===== src/verilog/wdog_pkg.sv =====
// Constants for the runaway code watchdog
package wdog_pkg;

  // Register indices; byte address is four times the index
  localparam logic [15:0] IDX_SERVICE  = 16'hffff;
  localparam logic [15:0] IDX_CONTROL  = 16'h0000;
  localparam logic [15:0] IDX_STATUS   = 16'h0001;
  localparam logic [15:0] IDX_MASK     = 16'h0002;
  localparam logic [15:0] IDX_COUNT    = 16'h0003;
  localparam int          ADDR_W       = 18;

  // Control register fields
  localparam int          CTL_RATE_BIT = 0;
  localparam int          CTL_DIS_BIT  = 1;
  localparam logic [1:0]  CTL_RESET    = 2'h0;

  // Status and mask fields
  localparam int          ST_W         = 2;
  localparam int          ST_CAUSE_BIT = 0;
  localparam int          ST_HVBLK_BIT = 1;
  localparam logic [1:0]  ST_RESET     = 2'h0;
  localparam logic [1:0]  MASK_RESET   = 2'h0;

  // Counter geometry
  localparam int          PRE_W        = 12;
  localparam int          CNT_W        = 6;
  localparam int          SVC_LO_BIT   = 4;
  localparam int          SHORT_TAP    = 7;
  localparam int          RESIDUE_CYC  = 16;

  // Timing, in oscillator clock cycles (one per sys_clk)
  localparam int          CLK_MHZ      = 200;
  localparam int          PULL_CYC     = 32;
  localparam int          POR_CYC      = 4096;
  localparam int          SHORT_CYC    = (1 << 13) - RESIDUE_CYC;
  localparam int          LONG_CYC     = (1 << 18) - RESIDUE_CYC;

endpackage : wdog_pkg


===== src/verilog/runaway_code_watchdog.sv =====
// Runaway code watchdog with APB registers and reset pin driver
//
// How it works
// - A 12-bit prescaler on the oscillator clock feeds a free-running 6-bit counter.
// - Unserviced, it times out after 2^13-16 or 2^18-16 cycles by rate select.
// - Any write to the service register clears counter and prescaler stages 5..12.
// - Service register shares the reset vector address; reads give the vector low byte.
// - Timeout pulls the reset pin low 32 cycles and sets the cause flag.
// - In monitor mode, test voltage on reset or interrupt pin disables it.
// - During break, test voltage on the reset pin disables it.
// - Stop mode halts its clock; the stop instruction clears the prescaler.
// - Power-on logic clears the prescaler 4096 cycles after power-up.
// - Any internal reset clears both prescaler and counter.
// - A reset vector fetch clears the prescaler.
// - The disable output follows the disable bit; set means no timeout reset.
// - It keeps counting in wait mode and can still reset there.
// - Its timeout pulls the reset pin, sets the cause flag and, when that bit is unmasked, raises irq_o.
`timescale 1ns/1ps
`default_nettype none
module runaway_code_watchdog
  import wdog_pkg::*;
#(
  parameter int PRE_BITS = PRE_W,
  parameter int CNT_BITS = CNT_W
) (
  // Clock and reset
  input  wire logic              sys_clk_i,
  input  wire logic              rst_n_i,
  // APB slave
  input  wire logic              psel_i,
  input  wire logic              penable_i,
  input  wire logic              pwrite_i,
  input  wire logic [ADDR_W-1:0] paddr_i,
  input  wire logic [31:0]       pwdata_i,
  output logic      [31:0]       prdata_o,
  output logic                   pready_o,
  output logic                   pslverr_o,
  // Chip mode and reset logic, same clock
  input  wire logic [7:0]        reset_vector_low_i,
  input  wire logic              monitor_mode_i,
  input  wire logic              break_state_i,
  input  wire logic              stop_mode_i,
  input  wire logic              stop_instr_i,
  input  wire logic              internal_reset_i,
  input  wire logic              vector_fetch_i,
  // Test voltage detectors, asynchronous
  input  wire logic              hv_on_reset_pin_i,
  input  wire logic              hv_on_irq_pin_one_i,
  // External reset pin, open drain
  input  wire logic              reset_pin_i,
  output logic                   reset_pin_o,
  output logic                   reset_pin_oe_n_o,
  // Reset request and status to system logic
  output logic                   timeout_reset_o,
  output logic                   watchdog_cause_flag_o,
  output logic                   watchdog_disable_o,
  output logic                   irq_o
);

  // Taps and compare constants are sized for the fixed geometry only
  if (PRE_BITS != PRE_W || CNT_BITS != CNT_W) begin : g_bad_geometry
    $error("watchdog geometry is fixed at 12-bit prescaler and 6-bit counter");
  end

  typedef enum logic [0:0] {
    ST_COUNT = 1'b0,
    ST_PULL  = 1'b1
  } wd_state_t;

  function automatic logic addr_hit(input logic [ADDR_W-1:0] a, input logic [15:0] idx);
    addr_hit = (a == {idx, 2'b00});
  endfunction : addr_hit

  localparam logic [5:0]  PULL_LAST = 6'(PULL_CYC - 1);
  localparam logic [12:0] POR_LAST  = 13'(POR_CYC - 1);
  localparam logic [12:0] SHORT_END = 13'(SHORT_CYC - 1);
  localparam logic [17:0] LONG_END  = 18'(LONG_CYC - 1);

  // Reset release through two flops
  logic rst_meta_r;
  logic rst_sync_r;

  always_ff @(posedge sys_clk_i or negedge rst_n_i) begin
    if (!rst_n_i) begin
      rst_meta_r <= 1'b0;
      rst_sync_r <= 1'b0;
    end else begin
      rst_meta_r <= 1'b1;
      rst_sync_r <= rst_meta_r;
    end
  end

  // Pin-level inputs
  logic [2:0] pins_s;
  logic       hv_rst_s;
  logic       hv_irq_s;
  logic       rst_pin_s;

  wdog_sync #(
    .WIDTH (3)
  ) u_pin_sync (
    .clk_i   (sys_clk_i),
    .rst_n_i (rst_sync_r),
    .d_i     ({hv_on_reset_pin_i, hv_on_irq_pin_one_i, reset_pin_i}),
    .q_o     (pins_s)
  );

  assign hv_rst_s  = pins_s[2];
  assign hv_irq_s  = pins_s[1];
  assign rst_pin_s = pins_s[0];

  // APB decode; zero wait states
  logic apb_acc;
  logic wr_en;
  logic rd_en;
  logic hit_svc;
  logic hit_ctl;
  logic hit_st;
  logic hit_msk;
  logic hit_cnt;
  logic mapped;

  assign apb_acc = psel_i & penable_i;
  assign wr_en   = apb_acc & pwrite_i;
  assign rd_en   = apb_acc & ~pwrite_i;
  assign hit_svc = addr_hit(paddr_i, IDX_SERVICE);
  assign hit_ctl = addr_hit(paddr_i, IDX_CONTROL);
  assign hit_st  = addr_hit(paddr_i, IDX_STATUS);
  assign hit_msk = addr_hit(paddr_i, IDX_MASK);
  assign hit_cnt = addr_hit(paddr_i, IDX_COUNT);
  assign mapped  = hit_svc | hit_ctl | hit_st | hit_msk | hit_cnt;

  assign pready_o  = 1'b1;
  assign pslverr_o = apb_acc & ~mapped;

  // Configuration
  logic [1:0] ctl_r;
  logic       rate_long;
  logic       dis_cfg;

  always_ff @(posedge sys_clk_i or negedge rst_sync_r) begin
    if (!rst_sync_r) begin
      ctl_r <= CTL_RESET;
    end else if (wr_en && hit_ctl) begin
      ctl_r <= pwdata_i[1:0];
    end
  end

  assign rate_long          = ctl_r[CTL_RATE_BIT];
  assign dis_cfg            = ctl_r[CTL_DIS_BIT];
  assign watchdog_disable_o = dis_cfg;

  // Service write: the written value itself is ignored
  logic service;

  assign service = wr_en & hit_svc;

  // Power-on prescaler clear
  logic [12:0] por_cnt_r;
  logic        por_done_r;
  logic        por_clear;

  always_ff @(posedge sys_clk_i or negedge rst_sync_r) begin
    if (!rst_sync_r) begin
      por_cnt_r  <= '0;
      por_done_r <= 1'b0;
    end else if (!por_done_r) begin
      por_cnt_r <= por_cnt_r + 13'h0001;
      if (por_cnt_r == POR_LAST) begin
        por_done_r <= 1'b1;
      end
    end
  end

  assign por_clear = !por_done_r && (por_cnt_r == POR_LAST);

  // Enable conditions
  logic hv_block;
  logic running;
  logic pre_clear;
  wd_state_t state_r;

  // Test voltage disables counting, not just the reset, so no timeout is armed
  assign hv_block = (monitor_mode_i && (hv_rst_s || hv_irq_s))
                  || (break_state_i && hv_rst_s);

  // Wait mode is not an input here: counting continues through it
  assign running = !stop_mode_i && !hv_block && !dis_cfg
                   && (state_r == ST_COUNT);

  assign pre_clear = stop_instr_i || por_clear || vector_fetch_i;

  // Prescaler and timeout counter
  logic [PRE_W-1:0] pre_r;
  logic [CNT_W-1:0] cnt_r;
  logic             wrap;
  logic             expire;

  // Short rate taps prescaler bit 7; long rate uses the full 12 bits
  assign wrap = rate_long ? (&pre_r) : (&pre_r[SHORT_TAP-1:0]);

  // Overflow lands 16 cycles early, the part of the prescaler a service keeps
  assign expire = running && (rate_long ? ({cnt_r, pre_r} == LONG_END)
                                        : ({cnt_r, pre_r[SHORT_TAP-1:0]} == SHORT_END));

  always_ff @(posedge sys_clk_i or negedge rst_sync_r) begin
    if (!rst_sync_r) begin
      pre_r <= '0;
    end else if (internal_reset_i) begin
      pre_r <= '0;
    end else if (pre_clear || expire) begin
      pre_r <= '0;
    end else if (service) begin
      pre_r[PRE_W-1:SVC_LO_BIT] <= '0;
    end else if (running) begin
      pre_r <= pre_r + 12'h001;
    end
  end

  always_ff @(posedge sys_clk_i or negedge rst_sync_r) begin
    if (!rst_sync_r) begin
      cnt_r <= '0;
    end else if (internal_reset_i || service || expire) begin
      cnt_r <= '0;
    end else if (running && wrap) begin
      cnt_r <= cnt_r + 6'h01;
    end
  end

  // Reset pin pull
  logic [5:0] pull_cnt_r;

  always_ff @(posedge sys_clk_i or negedge rst_sync_r) begin
    if (!rst_sync_r) begin
      state_r    <= ST_COUNT;
      pull_cnt_r <= '0;
    end else begin
      case (state_r)
        ST_COUNT: begin
          pull_cnt_r <= '0;
          if (expire) begin
            state_r <= ST_PULL;
          end
        end
        ST_PULL: begin
          pull_cnt_r <= pull_cnt_r + 6'h01;
          if (pull_cnt_r == PULL_LAST) begin
            state_r <= ST_COUNT;
          end
        end
        default: begin
          state_r <= ST_COUNT;
        end
      endcase
    end
  end

  // Pin only ever driven low; released pin floats to its pull-up
  always_ff @(posedge sys_clk_i or negedge rst_sync_r) begin
    if (!rst_sync_r) begin
      reset_pin_oe_n_o <= 1'b1;
      timeout_reset_o  <= 1'b0;
    end else begin
      reset_pin_oe_n_o <= !(expire || (state_r == ST_PULL && pull_cnt_r != PULL_LAST));
      timeout_reset_o  <= expire || (state_r == ST_PULL && pull_cnt_r != PULL_LAST);
    end
  end

  assign reset_pin_o = 1'b0;

  // Sticky status, write one to clear; a new event beats the clear
  logic [ST_W-1:0] st_r;
  logic [ST_W-1:0] msk_r;
  logic [ST_W-1:0] ev;
  logic            hv_block_d_r;

  always_ff @(posedge sys_clk_i or negedge rst_sync_r) begin
    if (!rst_sync_r) begin
      hv_block_d_r <= 1'b0;
    end else begin
      hv_block_d_r <= hv_block;
    end
  end

  always_comb begin
    ev               = '0;
    ev[ST_CAUSE_BIT] = expire;
    ev[ST_HVBLK_BIT] = hv_block && !hv_block_d_r;
  end

  always_ff @(posedge sys_clk_i or negedge rst_sync_r) begin
    if (!rst_sync_r) begin
      st_r <= ST_RESET;
    end else begin
      st_r <= (st_r & ~((wr_en && hit_st) ? pwdata_i[ST_W-1:0] : '0)) | ev;
    end
  end

  always_ff @(posedge sys_clk_i or negedge rst_sync_r) begin
    if (!rst_sync_r) begin
      msk_r <= MASK_RESET;
    end else if (wr_en && hit_msk) begin
      msk_r <= pwdata_i[ST_W-1:0];
    end
  end

  // Summary line to the system controller, never a processor request
  assign irq_o                 = |(st_r & msk_r);
  assign watchdog_cause_flag_o = st_r[ST_CAUSE_BIT];

  // Read data
  logic [31:0] rd_nxt;

  always_comb begin
    rd_nxt = 32'h0000_0000;
    if (hit_svc) begin
      rd_nxt[7:0] = reset_vector_low_i;
    end else if (hit_ctl) begin
      rd_nxt[1:0] = ctl_r;
    end else if (hit_st) begin
      rd_nxt[1:0] = st_r;
      rd_nxt[8]   = rst_pin_s;
      rd_nxt[9]   = hv_block;
    end else if (hit_msk) begin
      rd_nxt[1:0] = msk_r;
    end else if (hit_cnt) begin
      rd_nxt[17:0] = {cnt_r, pre_r};
    end
  end

  // Read data are flopped in the setup cycle, valid in the access phase
  always_ff @(posedge sys_clk_i or negedge rst_sync_r) begin
    if (!rst_sync_r) begin
      prdata_o <= 32'h0000_0000;
    end else if (psel_i && !penable_i && !pwrite_i) begin
      prdata_o <= rd_nxt;
    end
  end

  logic unused_rd;
  assign unused_rd = rd_en;

endmodule : runaway_code_watchdog
`default_nettype wire


===== src/verilog/wdog_sync.sv =====
// Two flip-flop synchroniser for pin-level inputs
`timescale 1ns/1ps
`default_nettype none
module wdog_sync #(
  parameter int WIDTH = 1
) (
  // Clock and reset
  input  wire logic             clk_i,
  input  wire logic             rst_n_i,
  // Data
  input  wire logic [WIDTH-1:0] d_i,
  output logic      [WIDTH-1:0] q_o
);

  logic [WIDTH-1:0] meta_r;

  always_ff @(posedge clk_i or negedge rst_n_i) begin
    if (!rst_n_i) begin
      meta_r <= '0;
      q_o    <= '0;
    end else begin
      meta_r <= d_i;
      q_o    <= meta_r;
    end
  end

endmodule : wdog_sync
`default_nettype wire

===== config.mk =====
export PLATFORM = sky130hd
export DESIGN_NAME = runaway_code_watchdog
export DESIGN_NICKNAME = d
export VERILOG_FILES = /design/src/verilog/wdog_pkg.sv /design/src/verilog/runaway_code_watchdog.sv /design/src/verilog/wdog_sync.sv
export SDC_FILE = /design/constraint.sdc
export NUM_CORES = 1
export LEC_CHECK = 0
export BUFFER_PORTS_ARGS = -buffer_cell sky130_fd_sc_hd__buf_2
export CORE_MARGIN = 2
export CORE_UTILIZATION = 47
export CTS_CLUSTER_SIZE = 30
export DETAILED_ROUTE_END_ITERATION = 8
export PLACE_DENSITY_LB_ADDON = 0.3
export SYNTH_ARGS = -nofsm -noshare
export SYNTH_HDL_FRONTEND = slang
export SYNTH_SLANG_ARGS = --single-unit

===== constraint.sdc =====
create_clock -name sys_clk_i -period 2.1 [get_ports sys_clk_i]
set_input_delay 0.105 -clock sys_clk_i [delete_from_list [all_inputs] [get_ports sys_clk_i]]
set_output_delay 0.105 -clock sys_clk_i [all_outputs]
set_load 0.01 [all_outputs]

==> results of run 1 <==
## metrics by stage
stage	power (uW)	area, um2	std cells	utilization
6_report	2670	4350	528	0.566
3_3_place_gp	1700	4100	505	0.534
3_5_place_dp	1710	4100	505	0.534
5_1_grt	2810	4350	528	0.566
2_1_floorplan	1630	3770	354	-
4_1_cts	2720	4340	527	0.565
## cell type report
cell class                      count  share of cell area
Clock buffer                       10              0.0316
Clock inverter                      6             0.00949
Inverter                            5             0.00431
Multi-Input combinational cell    252               0.394
Sequential cell                    74               0.426
Tap cell                          102              0.0293
Timing Repair Buffer               79               0.106
## cell usage after synthesis (all sizes together), types with 3 or more instances
| master | number |
|---|---|
| dfrtp | 73 |
| nor2 | 39 |
| nand2 | 38 |
| xnor2 | 25 |
| nand3 | 21 |
| buf | 20 |
| nand4 | 16 |
| nor4 | 12 |
| o21ai | 8 |
| a21oi | 7 |
| a221oi | 6 |
| and2 | 6 |
| nor2b | 6 |
| nor3 | 6 |
| inv | 5 |
| mux2 | 5 |
| xor2 | 5 |
| ha | 4 |
| and3 | 3 |
| and4 | 3 |
| clkbuf | 3 |
| or3 | 3 |
## sequential cells by signal, indices dropped and copies added (netlist names)
name               flops
prdata_o              18
por_cnt_r             13
pre_r                 12
cnt_r                  6
pull_cnt_r             6
u_pin_sync.meta_r      3
u_pin_sync.q_o         3
ctl_r                  2
msk_r                  2
st_r                   2
hv_block_d_r           1
por_done_r             1
reset_pin_oe_n_o       1
rst_meta_r             1
rst_sync_r             1
state_r                1
timeout_reset_o        1
## cells by family (layout without fill, tap and decap cells)
kind of cell    count (synthesis)  count (layout)  synth area share
simple gates                  161             161             0.265
flops                          74              74             0.499
compound gates                 31              31            0.0623
xor+xnor                       30              30            0.0707
buf+inv                        28             100            0.0552
mux                             9               9            0.0327
fa+ha+maj                       4               4            0.0135
other cells                     2              17           0.00202
## worst register-to-register path, cell delays in order, from the launching register on
cell and delay, ns:
dfrtp_1 0.47, nor3_4 0.34, and4_1 0.32, nand4_2 0.21, nand2_1 0.27, nor2_1 0.08
## worst max path at each step
stage	from	end	slack, ns	cells after the start
floorplan	pre_r[0]	cnt_r[1]	0.54	6
global placement	state_r	cnt_r[0]	0.29	5
detailed placement	state_r	cnt_r[2]	0.26	5
CTS	state_r	cnt_r[2]	0.24	5
global route	state_r	cnt_r[5]	0.09	5
finish	state_r	cnt_r[1]	0.29	5
## report_power, final
part           total, uW  switching (uW)  leakage [uW]  internal (uW)
Combinational        215             128      0.000948           86.9
Clock                985             525     0.0000847            460
Sequential          1470            20.6      0.000981           1450
## routing by layer
metal / global-route usage / wire length [um] / vias to the layer above
li1: - / - / 1329
met5: 0 / 0 / -
met3: 0.0439 / 323 / 10
met4: 0.0821 / 136 / 0
met1: 0.238 / 3360 / 1237
met2: 0.269 / 3100 / 65
## timing repair
item                                   CTS  global route
endpoints found under the hold margin    8             1
resized for setup                        0             0
hold buffers                             6             1
## cell usage in the layout (no fill, tap or decap), types with 7 or more instances in the layout
master,count
a21oi_1,7
buf_2,65
clkbuf_8,10
conb_1,17
dfrtp_1,72
dlygate4sd3_1,7
nand2_1,36
nand3_1,20
nand4_1,11
nor2_1,38
xnor2_1,25
==> flow_summary.json, run 1 <==
{
  "fp-row-count": 32,
  "nFillCells": 668,
  "grt-ovfl-total": 0,
  "synth_top_area_share": 0.492,
  "holdPathStages": 3,
  "drive_gt1_frac": 0.284,
  "route.vias.total": 2641,
  "post-route-min-period_ns": 1.81,
  "track_usage": 0.177,
  "reg2reg_setup_slack_ns": 0.29,
  "ioPinCount": 112,
  "crit_buf_inv": 0,
  "finalHoldViolCount": 0,
  "synth.largest_area_cell": "dfrtp_1",
  "die_w_um": 92.9,
  "finalSetupViolCount": 0,
  "final_max_slew_viol_count": 0,
  "layout.nets": 497,
  "r2r_cells": 5,
  "root_buffer": "clkbuf_8",
  "synthToLayoutAreaGrowth_pct": 17.2,
  "rsz0062_at_grt": "false",
  "cts_tree": "built",
  "leakage_uw": 0.00201,
  "path_delay_family": "simple AND/OR/NAND/NOR gates",
  "seq_area_um2": 1850,
  "syn-instance-count": 339,
  "finalClockSkew_ns": 0.00742,
  "antenna_left": 0,
  "grt_max_degree": 36,
  "synth-edff-count": 0,
  "critPathMaxStageDelay_ns": 0.47,
  "ys_warn_count": 0,
  "synthTopCellsByArea": "dfrtp_1 49%, xnor2_1 5.9%, nor2_1 3.8%, nand2_1 3.6%, buf_4 3.2%",
  "first_global_vias": 2557,
  "preCtsSetupSlack_ns": 0.264,
  "clk_pin_slew_ns": 0.08,
  "tightestPinTransition_ns": 0.498,
  "avgViaCountPerCell": 5.00,
  "die_h_um": 92.9,
  "fin_hold_ws_ns": 0.0201,
  "ys_types": 55,
  "antenna_found_initial": 0,
  "syn_area_um2": 3710,
  "worstHoldPathType": "in2reg",
  "min_period_over_period": 0.862,
  "dp_hpwl_mm": 5.23,
  "numCtsBuffers": 9,
  "drtIter0Drc": 122,
  "worst_ep_arrival_time_ns": 2.04,
  "cpMaxStageDelayCell": "dfrtp_1",
  "drc": 0,
  "coreArea_um2": 7690,
  "maxCapViolations": 0,
  "cp-end-kind": "register",
  "relSlewSlack": 0.665,
  "post_drt_wl_per_cell_um": 13.1,
  "worstSetupPathType": "reg2reg",
  "ys.flop_type": "dfrtp_1",
  "fin_setup_tns_ns": 0,
  "min_from": "reset_vector_low_i[1]",
  "grt_pass1_wl_mm": 11.8,
  "fin_ws_ns": 0.290,
  "rr_startpoint": "state_r",
  "portBuffers": 65,
  "multi_input_area_um2": 1710,
  "cp.required_ns": 2.33,
  "synthArstFlopShare": 1.00,
  "drt_wl_total_mm": 6.92,
  "initial_core_util": 0.483,
  "place.gp.congestion": 0.782,
  "first_pass_iters": 4,
  "ys_seq_area_frac": 0.499,
  "cts_sinks": 74,
  "syn_avg_cell_area_um2": 11.0,
  "worstPathCellList": "nor3_4 > and4_1 > nand4_2 > nand2_1 > nor2_1",
  "cts.htree.levels": 3,
  "synth_seq_cells": 74,
  "clock_path_buffers": 2,
  "path_max_fanout": 8,
  "fmax_ghz": 0.553,
  "die_area_um2": 8630,
  "clock_latency_ns": 0.35,
  "ir_drop_mv": 0.576,
  "cts_setup_buffers": 0,
  "diodes": 0,
  "status": "completed",
  "r2r_end": "cnt_r[1]",
  "p_per_area_nw_per_um2": 614,
  "holdPathEnd": "prdata_o[1]",
  "startpoint_type": "register"
}
Note: power is estimated with default switching activity, not from simulation.
==> run 2, diff against run 1 <==
Settings changed: CORE_UTILIZATION 47 to 30.
==> flow_summary.json, run 2 (synthesis results as in run 1) <==
{
  "finalClockSkew_ns": 0.00674,
  "ioPinCount": 112,
  "maxCapViolations": 0,
  "die_w_um": 115,
  "final_max_slew_viol_count": 0,
  "place.gp.congestion": 0.831,
  "first_global_vias": 2617,
  "ir_drop_mv": 0.481,
  "fp-row-count": 40,
  "min_period_over_period": 0.868,
  "rr_startpoint": "pre_r[0]",
  "leakage_uw": 0.00207,
  "post-route-min-period_ns": 1.82,
  "r2r_cells": 6,
  "clock_path_buffers": 2,
  "grt_max_degree": 73,
  "largest_reg_flops": 18,
  "drc": 0,
  "startpoint_type": "register",
  "grt_pass1_wl_mm": 12.9,
  "cts.htree.levels": 3,
  "cts_resized": 0,
  "diodes": 0,
  "holdBufCountCts": 4,
  "cp-end-kind": "register",
  "crit_start": "pre_r[0]",
  "track_usage": 0.126,
  "fin_hold_ws_ns": 0.0193,
  "drtIter0Drc": 87,
  "cts_setup_buffers": 0,
  "dp_hpwl_mm": 5.61,
  "regMostFlops": "prdata_o",
  "cts_sinks": 74,
  "dpl-instance-area_um2": 4180,
  "p_per_area_nw_per_um2": 733,
  "nFillCells": 1223,
  "cts_tree": "built",
  "numCtsBuffers": 9,
  "layout.nets": 493,
  "initial_core_util": 0.308,
  "route.vias.total": 2671,
  "post-route-util": 0.376,
  "synthToLayoutAreaGrowth_pct": 22.1,
  "first_pass_iters": 4,
  "die_h_um": 115,
  "fmax_ghz": 0.549,
  "finalHoldViolCount": 0,
  "worst_ep_arrival_time_ns": 2.04,
  "fin_setup_tns_ns": 0,
  "clock_latency_ns": 0.34,
  "portBuffers": 65,
  "status": "completed",
  "worstSetupPathType": "reg2reg",
  "drt_wl_total_mm": 7.55,
  "antenna_left": 0,
  "post_drt_wl_per_cell_um": 12.8,
  "reg.largest.list": "prdata_o x18, por_cnt_r x13, pre_r x12",
  "clk_pin_slew_ns": 0.06,
  "layout_commonest_cell": "dfrtp_1",
  "die_area_um2": 13300,
  "cp.required_ns": 2.32,
  "rsz0062_at_grt": "false",
  "root_buffer": "clkbuf_16",
  "grt-ovfl-total": 0,
  "mostFrequentLayoutCells": "72 x dfrtp_1, 65 x buf_2, 38 x nor2_1, 36 x nand2_1, 25 x xnor2_1",
  "fin_area_um2": 4540,
  "finalSetupViolCount": 0,
  "holdPathStages": 2,
  "avgViaCountPerCell": 4.53,
  "antenna_found_initial": 0,
  "path_max_fanout": 6,
  "coreArea_um2": 12100,
  "drive_gt1_frac": 0.284,
  "min_from": "pwdata_i[0]",
  "worstHoldPathType": "in2reg"
}
[run 2: final cells by class]
| type | instances | area, um2 | share of cell area |
|---|---|---|---|
| flip-flops and latches | 74 | 1850 | 0.409 |
| multi-input cells | 252 | 1710 | 0.378 |
| repair buffers | 75 | 423 | 0.0932 |
| clock buffers | 9 | 225 | 0.0497 |
| well taps | 168 | 210 | 0.0463 |
| clock inverters | 7 | 91.3 | 0.0201 |
| inverters | 5 | 18.8 | 0.00414 |
[run 2: final timing paths]
| check | slack (ns) | to |
|---|---|---|
| max | 0.28 | cnt_r[4] |
| min | 0.02 | ctl_r[0] |
| min in group asynchronous | 0.08 | rst_meta_r |
| max reg2reg | 0.28 | cnt_r[4] |
| max in group asynchronous | 1.47 | reset_pin_oe_n_o |
| min reg2reg | 0.27 | cnt_r[0] |
[run 2: where the power goes]
part           internal [uW]  leakage [uW]  switching [uW]
registers               1450      0.000981            13.0
logic                   82.2      0.000931             136
clock network           1040      0.000156             602
[run 2: layer usage]
layer	vias to the layer above	part of all wire	global-route usage
met4	0	0.017	0.0490
met1	1266	0.48	0.168
li1	1325	-	-
met5	-	0	0
met3	12	0.050	0.0385
met2	68	0.45	0.192
[run 2: worst max-delay path, cell delays in order, from the launching register on]
cell and delay, ns:
dfrtp_1 0.43, ha_1 0.19, and3_1 0.22, and4_1 0.31, nand4_2 0.22, nand2_1 0.25
nor2_1 0.08
[run 2: stage by stage]
stage          power, uW  instances  worst slack [ns]
5_1_grt             3470        590             0.113
3_3_place_gp        1710        570             0.264
6_report            3320        590             0.278
2_1_floorplan       1630        354             0.543
4_1_cts             3380        590             0.251
3_5_place_dp        1710        570             0.258
